<file path="src/rtl/osa_pkg.sv">
// package for the oversampling averager: widths, ratio codes, timing counts
// assumes a 125 MHz system clock; OSA_SAMPLE_CYC is in cycles of that clock, the sample period in ns
// Function
// - ratio select 000 no averaging, 001..110 give 2..64, 111 invalid.
// - burst period scales with ratio, 200 kSPS down to 3.125 kSPS.
// - first burst sample taken at rising edge of both start inputs.
// - remaining burst samples triggered internally, no further host edges.
// - average burst per channel, decimate to one 18-bit word each.
// - front-end gain follows the range select pin level.
// - reference select high uses internal 2.5 V and drives reference pin.
// - range pin high means 10 V range, low means 5 V range.
// - reference select low powers down band-gap, pin becomes input.
// - results are 18-bit two's complement on every channel and range.
package osa_pkg;
   localparam int OSA_CHANNELS = 8;
   localparam int OSA_SAMPLE_W = 18;
   localparam int OSA_ACC_W = 24;
   localparam int OSA_CLK_MHZ = 125;
   // sample period at 200 kSPS in ns
   localparam int OSA_SAMPLE_PERIOD_NS = 5000;
   localparam int OSA_SAMPLE_CYC = (OSA_SAMPLE_PERIOD_NS * OSA_CLK_MHZ) / 1000;
   localparam logic [2:0] OSA_OS_NONE = 3'h0;
   localparam logic [2:0] OSA_OS_INVALID = 3'h7;
   localparam logic [6:0] OSA_MAX_RATIO = 7'h40;

   typedef logic signed [OSA_SAMPLE_W-1:0] osa_sample_t;

   typedef struct packed {
      logic range_10v;
      logic gain_high;
   } osa_gain_t;

   typedef struct packed {
      logic bandgap_enable;
      logic ref_out;
      logic ref_oe_n;
   } osa_ref_t;

   typedef enum logic [1:0] {
      OSA_IDLE,
      OSA_CONVERT,
      OSA_WAIT,
      OSA_DONE
   } osa_state_t;
endpackage

</file>
<file path="src/rtl/osa_acc_mem.sv">
// per-channel accumulator memory for the oversampling averager
// assumes one write per cycle; read data come out of a register
`timescale 1ns/1ps
module osa_acc_mem #(
   parameter int DEPTH = 8,
   parameter int WIDTH = 24
) (
   // clock
   input wire logic i_clock,
   // write port
   input wire logic i_we,
   input wire logic [$clog2(DEPTH)-1:0] i_waddr,
   input wire logic [WIDTH-1:0] i_wdata,
   // read port
   input wire logic [$clog2(DEPTH)-1:0] i_raddr,
   output logic [WIDTH-1:0] o_rdata
);
   logic [WIDTH-1:0] mem_r [DEPTH];

   always_ff @(posedge i_clock) begin
      if (i_we) begin
         mem_r[i_waddr] <= i_wdata;
      end
   end

   always_ff @(posedge i_clock) begin
      o_rdata <= mem_r[i_raddr];
   end
endmodule

</file>
<file path="src/rtl/osa_averager.sv">
// oversampling averaging filter for an eight-channel simultaneous converter
// assumes the converter core returns one sample per channel, sequentially
`timescale 1ns/1ps
module osa_averager
   import osa_pkg::*;
#(
   parameter int CHANNELS = osa_pkg::OSA_CHANNELS,
   parameter int SAMPLE_CYC = osa_pkg::OSA_SAMPLE_CYC
) (
   // clock and reset
   input wire logic i_clock,
   input wire logic i_sys_rst,
   // host control pins
   input wire logic i_convert_start_a,
   input wire logic i_convert_start_b,
   input wire logic [2:0] i_oversample_ratio_select,
   input wire logic i_range_select,
   input wire logic i_reference_source_select,
   // converter core sample stream
   input wire logic i_sample_valid,
   input wire osa_pkg::osa_sample_t i_sample,
   // converter core control
   output logic o_sample_trigger,
   output osa_pkg::osa_gain_t o_front_end_gain_stage,
   output osa_pkg::osa_ref_t o_reference_io_pin,
   // results
   output logic o_result_valid,
   output logic [2:0] o_result_channel,
   output osa_pkg::osa_sample_t o_result,
   output logic o_busy,
   output logic o_invalid_ratio
);
   import osa_pkg::*;

   localparam int CH_W = $clog2(CHANNELS);

   function automatic logic [6:0] ratio_of(input logic [2:0] sel);
      if (sel == OSA_OS_INVALID) begin
         return 7'h01;
      end
      return 7'(7'h01 << sel);
   endfunction

   // true while the round being collected is the last one of the burst
   function automatic logic is_last_round(input logic [6:0] taken, input logic [6:0] ratio);
      return (7'(taken + 7'h01) == ratio);
   endfunction

   osa_state_t state_r;
   logic start_a_d_r;
   logic start_b_d_r;
   logic [2:0] shift_r;
   logic [6:0] ratio_r;
   logic [6:0] taken_r;
   logic [15:0] period_r;
   logic [CH_W-1:0] chan_r;
   logic burst_go;
   logic take;
   logic round_end;
   logic last_round;
   logic trigger_nxt;
   logic [OSA_ACC_W-1:0] acc_rd;
   logic [OSA_ACC_W-1:0] acc_wdata;
   logic start_edge;

   // both start inputs high, at least one freshly risen
   assign start_edge = i_convert_start_a && i_convert_start_b &&
                       (!start_a_d_r || !start_b_d_r);

   always_ff @(posedge i_clock) begin
      if (i_sys_rst) begin
         start_a_d_r <= 1'b0;
         start_b_d_r <= 1'b0;
      end else begin
         start_a_d_r <= i_convert_start_a;
         start_b_d_r <= i_convert_start_b;
      end
   end

   // static configuration pins
   always_ff @(posedge i_clock) begin
      if (i_sys_rst) begin
         o_front_end_gain_stage <= '0;
         o_reference_io_pin <= '{bandgap_enable: 1'b0, ref_out: 1'b0, ref_oe_n: 1'b1};
         o_invalid_ratio <= 1'b0;
      end else begin
         o_front_end_gain_stage.range_10v <= i_range_select;
         o_front_end_gain_stage.gain_high <= i_range_select;
         o_reference_io_pin.bandgap_enable <= i_reference_source_select;
         o_reference_io_pin.ref_out <= i_reference_source_select;
         o_reference_io_pin.ref_oe_n <= !i_reference_source_select;
         o_invalid_ratio <= (i_oversample_ratio_select == OSA_OS_INVALID);
      end
   end

   // a start edge counts only when idle and the code is legal
   assign burst_go = start_edge && (state_r == OSA_IDLE) &&
                     (i_oversample_ratio_select != OSA_OS_INVALID);
   assign take = (state_r == OSA_CONVERT) && i_sample_valid;
   assign round_end = take && (chan_r == CH_W'(CHANNELS - 1));
   assign last_round = is_last_round(taken_r, ratio_r);
   // internal trigger paced at the base sample rate
   assign trigger_nxt = burst_go || (state_r == OSA_WAIT && period_r == 16'h0000);

   // ratio latched at the start edge; 000 gives a one-sample burst
   always_ff @(posedge i_clock) begin
      if (i_sys_rst) begin
         ratio_r <= 7'h01;
         shift_r <= 3'h0;
      end else if (burst_go) begin
         ratio_r <= ratio_of(i_oversample_ratio_select);
         shift_r <= i_oversample_ratio_select;
      end
   end

   // channel within a round and rounds taken within a burst
   always_ff @(posedge i_clock) begin
      if (i_sys_rst) begin
         chan_r <= '0;
         taken_r <= 7'h00;
      end else if (burst_go) begin
         chan_r <= '0;
         taken_r <= 7'h00;
      end else if (take) begin
         chan_r <= round_end ? '0 : chan_r + CH_W'(1);
         if (round_end) begin
            taken_r <= taken_r + 7'h01;
         end
      end
   end

   // base sample period, reloaded at every trigger
   always_ff @(posedge i_clock) begin
      if (i_sys_rst) begin
         period_r <= 16'h0000;
      end else if (trigger_nxt) begin
         period_r <= 16'(SAMPLE_CYC - 1);
      end else if (period_r != 16'h0000) begin
         period_r <= period_r - 16'h0001;
      end
   end

   always_ff @(posedge i_clock) begin
      if (i_sys_rst) begin
         o_sample_trigger <= 1'b0;
      end else begin
         o_sample_trigger <= trigger_nxt;
      end
   end

   always_ff @(posedge i_clock) begin
      if (i_sys_rst) begin
         o_busy <= 1'b0;
      end else if (burst_go) begin
         o_busy <= 1'b1;
      end else if (state_r == OSA_DONE) begin
         o_busy <= 1'b0;
      end
   end

   // burst sequencer
   always_ff @(posedge i_clock) begin
      if (i_sys_rst) begin
         state_r <= OSA_IDLE;
      end else begin
         case (state_r)
            OSA_IDLE: begin
               if (burst_go) begin
                  state_r <= OSA_CONVERT;
               end
            end
            OSA_CONVERT: begin
               if (round_end) begin
                  state_r <= last_round ? OSA_DONE : OSA_WAIT;
               end
            end
            OSA_WAIT: begin
               // wait out the base period before the next internal trigger
               if (period_r == 16'h0000) begin
                  state_r <= OSA_CONVERT;
               end
            end
            OSA_DONE: begin
               state_r <= OSA_IDLE;
            end
            default: begin
               state_r <= OSA_IDLE;
            end
         endcase
      end
   end

   // accumulate: each channel's first sample of the burst replaces its stored sum
   assign acc_wdata = (taken_r == 7'h00) ? OSA_ACC_W'(i_sample) :
                      acc_rd + OSA_ACC_W'(i_sample);

   osa_acc_mem #(
      .DEPTH(CHANNELS),
      .WIDTH(OSA_ACC_W)
   ) u_acc (
      .i_clock(i_clock),
      .i_we(take),
      .i_waddr(chan_r),
      .i_wdata(acc_wdata),
      .i_raddr(take ? chan_r + CH_W'(1) : chan_r),
      .o_rdata(acc_rd)
   );

   // result stage: the final sample's sum is shifted and emitted
   always_ff @(posedge i_clock) begin
      if (i_sys_rst) begin
         o_result_valid <= 1'b0;
         o_result_channel <= 3'h0;
         o_result <= '0;
      end else begin
         o_result_valid <= 1'b0;
         if (take && last_round) begin
            o_result_valid <= 1'b1;
            o_result_channel <= 3'(chan_r);
            o_result <= OSA_SAMPLE_W'($signed(acc_wdata) >>> shift_r);
         end
      end
   end
endmodule

</file>
<file path="config.mk">
export PLATFORM = sky130hd
export DESIGN_NAME = osa_averager
export DESIGN_NICKNAME = d
export VERILOG_FILES = /design/src/rtl/osa_pkg.sv /design/src/rtl/osa_acc_mem.sv /design/src/rtl/osa_averager.sv
export SDC_FILE = /design/constraint.sdc
export NUM_CORES = 1
export LEC_CHECK = 0
export BUFFER_PORTS_ARGS = -buffer_cell sky130_fd_sc_hd__buf_4
export CORE_UTILIZATION = 40
export DETAILED_ROUTE_END_ITERATION = 8
export GPL_TIMING_DRIVEN = 0
export SLEW_MARGIN = 40
export SYNTH_ARGS = -nofsm -noshare
export SYNTH_HDL_FRONTEND = slang
export SYNTH_SLANG_ARGS = --single-unit
</file>
<file path="constraint.sdc">
create_clock -name i_clock -period 5.5 [get_ports i_clock]
set_input_delay 0.275 -clock i_clock [delete_from_list [all_inputs] [get_ports i_clock]]
set_output_delay 0.275 -clock i_clock [all_outputs]
set_load 0.05 [all_outputs]
</file>
; ---- Word-level counts from Yosys, hierarchy flattened
; Memories as Yosys holds them, arrays and structs flattened. A register that Yosys moved wholly into a read port is not among the register bits.
; Cells that the tools add are included.
[op_classes]
addsub = 4
eq_ne = 10
shifts = 2
muxes = 20
n_reduce_logical = 23
[op_table]
columns = cell, count
row1 = 24-bit adder, 1
row2 = 24-bit 2-to-1 mux, 1
row3 = 24-bit by 3-bit >>> shifter with 18-bit output, 1
row4 = 10-bit 2-to-1 mux, 2
row5 = 16-bit logical NOT, 1
row6 = 16-bit nonzero test, 1
row7 = "16-bit by 1-bit subtractor with 16-bit output, second input constant", 1
row8 = 7-bit 2-to-1 mux, 2
row9 = 1-bit 2-to-1 mux, 9
row10 = 1-bit logical AND, 8
row11 = 2-bit case mux with 4 select lines, 1
row12 = "7-bit by 1-bit adder with 7-bit output, second input constant", 1
row13 = 7-bit == test, 1
row14 = 7-bit logical NOT, 1
row15 = "1-bit by 3-bit left shift with 7-bit output, first input constant", 1
row16 = "3-bit == test, second input constant", 2
row17 = 2-bit 2-to-1 mux, 3
row18 = 3-bit 2-to-1 mux, 2
row19 = "2-bit == test, second input constant", 2
row20 = "2-bit != test, second input constant", 2
row21 = 2-bit nonzero test, 2
row22 = 2-bit OR reduction, 2
row23 = "3-bit by 1-bit adder with 3-bit output, second input constant", 1
row24 = 1-bit logical NOT, 3
row25 = 7 further kinds, 8
[totals]
regBits = 68
ram_bits = 192
input_bits = 28
out_inout_bits = 30
elab_cells = 78
n_memories = 1
[mem_list]
columns = memory, depth, width, read_ports, rd_clocked_by_memory_dff, write_ports, line_no
row1 = u_acc.mem_r, 8, 24, 1, 1, 1, osa_acc_mem.sv:18  ; logic [WIDTH-1:0] mem_r [DEPTH];

; ---- Logic depth before layout (Yosys ltp)
[logic_depth]
depth_word = 8
depth_mapped = 14
depth_no_buf = 12

; ---- Hierarchy
; Synthesis repeated with hierarchy kept, for this count alone.
[hier_totals]
cells_unflattened = 974
hier_area_um2 = 13015.0
[by_module_without_submodules]
columns = module, instances, cells_each, area_each_um2, seq_area_each_um2
row1 = osa_acc_mem, 1, 314, 7810.0, 6246.0
row2 = osa_averager, 1, 660, 5205.0, 1361.3

; ---- Worst setup path before layout
; No wires, ideal clock.
[synth_timing]
path_type = register to register
start = register state_r[0]
end = memory u_acc.mem_r[0][0], enable pin
setup_time_ns = 0.435
arrival_ns = 2.774
t_required_ns = 5.065
setup_slack_ns = 2.291
stages_incl_launch_ff = 5
n_path_buf = 0
synth_period_minus_slack_ns = 3.209
path_cell_list = dfxtp_1 > nor2b_1 > nand2_1 > or2_2 > nor3_1
[synth_via]
elab_chain_len = 4
[synth_rtl]
columns = element, line_no
row1 = start: declaration, osa_averager.sv:49  ; osa_state_t state_r;
row2 = start signal: assignment, osa_averager.sv:174  ; state_r <= last_round ? OSA_DONE : OSA_WAIT;
row3 = 2-bit by 1-bit == test with 1-bit output, osa_averager.sv:99  ; assign take = (state_r == OSA_CONVERT) && i_sample_valid;
row4 = 1-bit logical AND, osa_averager.sv:99
row5 = 1-bit 2-to-1 mux, osa_acc_mem.sv:21  ; if (i_we) begin
row6 = 1-bit 2-to-1 mux (not written as such), osa_acc_mem.sv:22  ; mem_r[i_waddr] <= i_wdata;
row7 = end: declaration, osa_acc_mem.sv:18
; Every way passes these cells.

; ---- Final worst setup path
[layout_timing]
start = register u_acc.o_rdata[14], read port of u_acc.mem_r
end = register o_result[16]
[layout_via]
elab_chain_len = 3
[layout_rtl]
columns = element, line_no
row1 = start: declaration, osa_acc_mem.sv:16  ; output logic [WIDTH-1:0] o_rdata
row2 = 24-bit adder, osa_averager.sv:195  ; acc_rd + OSA_ACC_W'(i_sample);
row3 = 24-bit 2-to-1 mux, osa_averager.sv:194  ; assign acc_wdata = (taken_r == 7'h00) ? OSA_ACC_W'(i_sample) :
row4 = via acc_wdata[21], osa_averager.sv:63  ; logic [OSA_ACC_W-1:0] acc_wdata;
row5 = 24-bit by 3-bit >>> shifter with 18-bit output, osa_averager.sv:220  ; o_result <= OSA_SAMPLE_W'($signed(acc_wdata) >>> shift_r);
row6 = end signal: assignment, osa_averager.sv:220
row7 = end: declaration, osa_averager.sv:29  ; output osa_pkg::osa_sample_t o_result,
; The timed path passes the listed nets, and every way through them passes these cells.
; A chain may end at the register's enable or synchronous reset.

==> flow_metrics.tcl <==
set metrics [dict create \
    status "complete, no violations" \
    drt.antenna.violating_nets 0 \
    antenna_cells 0 \
    synth-seq-cells 284 \
    fin_nets 1204 \
    synth_seq_area_share_pct 57.4 \
    sw_frac_of_total_pct 27.2 \
    ys_warn_count 0 \
    synth_area_um2 13300 \
    gr-usage-all-layers_pct 20.3 \
    leakage_nw 5.66 \
    grt_pass1_wl_um 51600 \
    cts-buffers-inserted 30 \
    combPwrFrac_pct 19.4 \
    num-fill-cells 2897 \
    h-tree-depth 1 \
    clk_pin_slew_ns 0.06 \
    dpl_cell_area_um2 14500 \
    cpMaxStageDelayCell "a21oi_1" \
    syn_area_per_cell_um2 12.8 \
    area_growth_syn_to_layout_pct 18.5 \
    cts-root-buf "clkbuf_16" \
    hold_viol 0 \
    hold_start "i_sample_valid" \
    rsz0062_at_grt "false" \
    ys.flop_type "edfxtp_1" \
    path_depth 11 \
    regArea_um2 7610 \
    cp_data_arrival_time_ns 4.37 \
    antenna_found_initial 1 \
    die_y_um 184 \
    hpwl_um 25000 \
    dr_wl_met2_um 16000 \
    wirelength_um 34000 \
    r2r_cells 11 \
    synth_top_cell_area_share_pct 43.5 \
    netlist-cell-type-count 83 \
    max_freq_ghz 0.258 \
    routedWlPerCell_um 21.1 \
    cts_resized 0 \
    skew_ns 0.0122 \
    power.total_mw 5.82 \
    drc 0 \
    min_path_type "input pin to register" \
    rows 66 \
    place_congestion 0.959 \
    cts_tree "built" \
    initial_core_util_pct 40.7 \
    finalSetupTns_ns 0 \
    synthArstFlopShare_pct 0 \
    crit_buf_inv 1 \
    route.met3.wl_um 1460 \
    synth_nets 1093 \
    grt-ovfl-total 0 \
    pwr_density_cell_nw_per_um2 371 \
    drt-vias-per-instance 5.52 \
    setup.worst_path.end_class "register" \
    dieArea_um2 33900 \
    drive_gt1_share_pct 22.0 \
    numPortBuffers 57 \
    finish.utilization_pct 48.3 \
    top_layer "met5" \
    synth_edf_count 192 \
    worst_r2r_startpoint "u_acc.o_rdata[14]" \
    vias 8908 \
    yosys-top-cells-area "edfxtp_1, dfxtp_1, mux4_2" \
    pwr-share-seq_pct 42.4 \
    path_class "register to register" \
    slowest_delay_ns 0.69 \
    relSlewSlack_pct 44.3 \
    multi_input_area_um2 5360 \
    synth_area_leader_cell "edfxtp_1" \
    cp_top_family "compound AO/OA/AOI/OAI gates" \
    drv_slew 0 \
    drtIter0Drc 663 \
    switching_power_mw 1.58 \
    insertion_delay_ns 0.57 \
    hold-path-endpoint "o_result_valid" \
    grt_pass1_vias 8727 \
    netlist_instances 1036 \
    core-area_um2 32500 \
    rrSetupSlack_ns 1.63 \
    io_pins 58 \
    final_cell_area_um2 15700 \
    first_pass_iters 5 \
    setup_viol 0 \
    fp.dieW_um 184 \
    crit_required_ns 6.00 \
    tightest_slew_ns 0.827 \
    cap_viol_max_count 0 \
    layout_common_cells "edfxtp_1, dfxtp_1, nand2_1, nor2_1, buf_4" \
    p_int_mw 4.24 \
    grt_max_degree 17 \
    critPathLaunchType "register" \
    finalCriticalPeriod_ns 3.87 \
    min_path_cells 2 \
    wl_met1_um 15400 \
    cts.sinks 284 \
    ir_worst_vdd_v 0.000271 \
    crit_top_cell "a21oi_1" \
    rr_endpoint "o_result[16]" \
    path_max_fanout 10 \
    clkPwrFrac_pct 38.2 \
    final_common_cell "edfxtp_1" \
    post-route-period-util_pct 70.4 \
    cts.path.max_buffers 3 \
    worstPathCellList "ha_1 > clkbuf_1 > a21oi_1 > o21ai_1 > o41ai_1 > nand3_1 > o31ai_2 > xor2_1 > a21oi_1 > o211ai_1 > a41oi_1" \
]
logic make-up (layout without fill, tap and decap cells):
logic type	count (synthesis)	in the layout	synth area share, %
simple gates	302	302	11.4
flops	284	284	57.4
compound gates	195	195	10.3
mux	97	97	12.5
buf+inv	84	219	2.70
xor+xnor	45	45	2.97
fa+ha+maj	29	29	2.79
repair_timing:
item,in CTS,in global routing
endpoints found under the hold margin,5,0
hold buffers,4,0
buffers inserted,0,0
sequential cells by signal, indices dropped and copies added (netlist names), 2 cells and up:
name                flops
u_acc.o_rdata          24
period_r               16
o_result_channel        3
chan_r                  3
o_reference_io_pin      2
shift_r                 3
o_result               18
taken_r                 7
ratio_r                 7
state_r                 2
u_acc.mem_r           192
worst max-delay path by stage:
stage / from / to / slack (ns)
2_1_floorplan: state_r[0] / u_acc.mem_r[0][0] / 2.29
3_3_place_gp: state_r[0] / u_acc.mem_r[0][5] / -0.05
3_5_place_dp: i_sample[14] / o_result[16] / 1.67
4_1_cts: u_acc.o_rdata[14] / o_result[16] / 1.75
5_1_grt: u_acc.o_rdata[14] / o_result[16] / 1.29
6_report: u_acc.o_rdata[14] / o_result[16] / 1.63
layer usage:
layer  up-vias  GRT usage, %
met5         -             0
met4         2          5.90
met3        63          2.63
met2       215          33.4
met1      4430          28.0
li1       4198             -
power groups by stage:
| stage | clock, mW | sequential [mW] | combinational [mW] |
|---|---|---|---|
| CTS | 2.26 | 2.47 | 1.12 |
| floorplan | 0 | 2.53 | 0.811 |
| global route | 2.33 | 2.48 | 1.24 |
| finish | 2.23 | 2.47 | 1.13 |
| global placement | 0 | 2.51 | 1.10 |
| detailed placement | 0 | 2.51 | 1.11 |
final cells by class:
class	instances	area share, %
tap	442	3.52
clock buffer	40	5.27
timing repair buffer	79	4.56
sequential	284	48.4
inverter	27	0.645
clock inverter	16	1.79
multi-input combinational	668	34.1
buffer	57	1.66
through the flow:
stage | setup WS [ns] | cells | hold slack, ns
final | 1.63 | 1613 | 0.00979
after global routing | 1.29 | 1613 | 0.0196
after CTS | 1.75 | 1613 | 0.00450
after detailed placement | 1.67 | 1553 | 0.453
after global placement | -0.0530 | 1535 | 0.448
after floorplan | 2.29 | 1036 | 0.357
Yosys cell counts, types with 4 or more instances:
master and number:
nand3b_1 5, mux2i_1 13, xnor2_1 27, and2_1 9, dfxtp_1 92, nand3_1 26, and3_1 11, o211ai_1 14
clkbuf_1 32, a32oi_1 5, or3_1 7, o221ai_1 4, o21ai_1 13, nor3_1 20, inv_1 22, or4_1 4
o31a_1 5, a211oi_1 15, nand2_1 85, xor2_1 18, ha_1 28, edfxtp_1 192, nor4_1 7, mux4_2 51
a21oi_1 53, buf_2 13, o21a_1 5, buf_4 7, buf_1 5, mux2_1 5, nor2b_1 8, nor2_1 80
o21ai_0 16, mux2_2 28, a221o_1 5, a21o_1 9, nand2b_1 8, nand4_1 11, o22ai_1 5
Note: power is estimated with default switching activity, not from simulation.
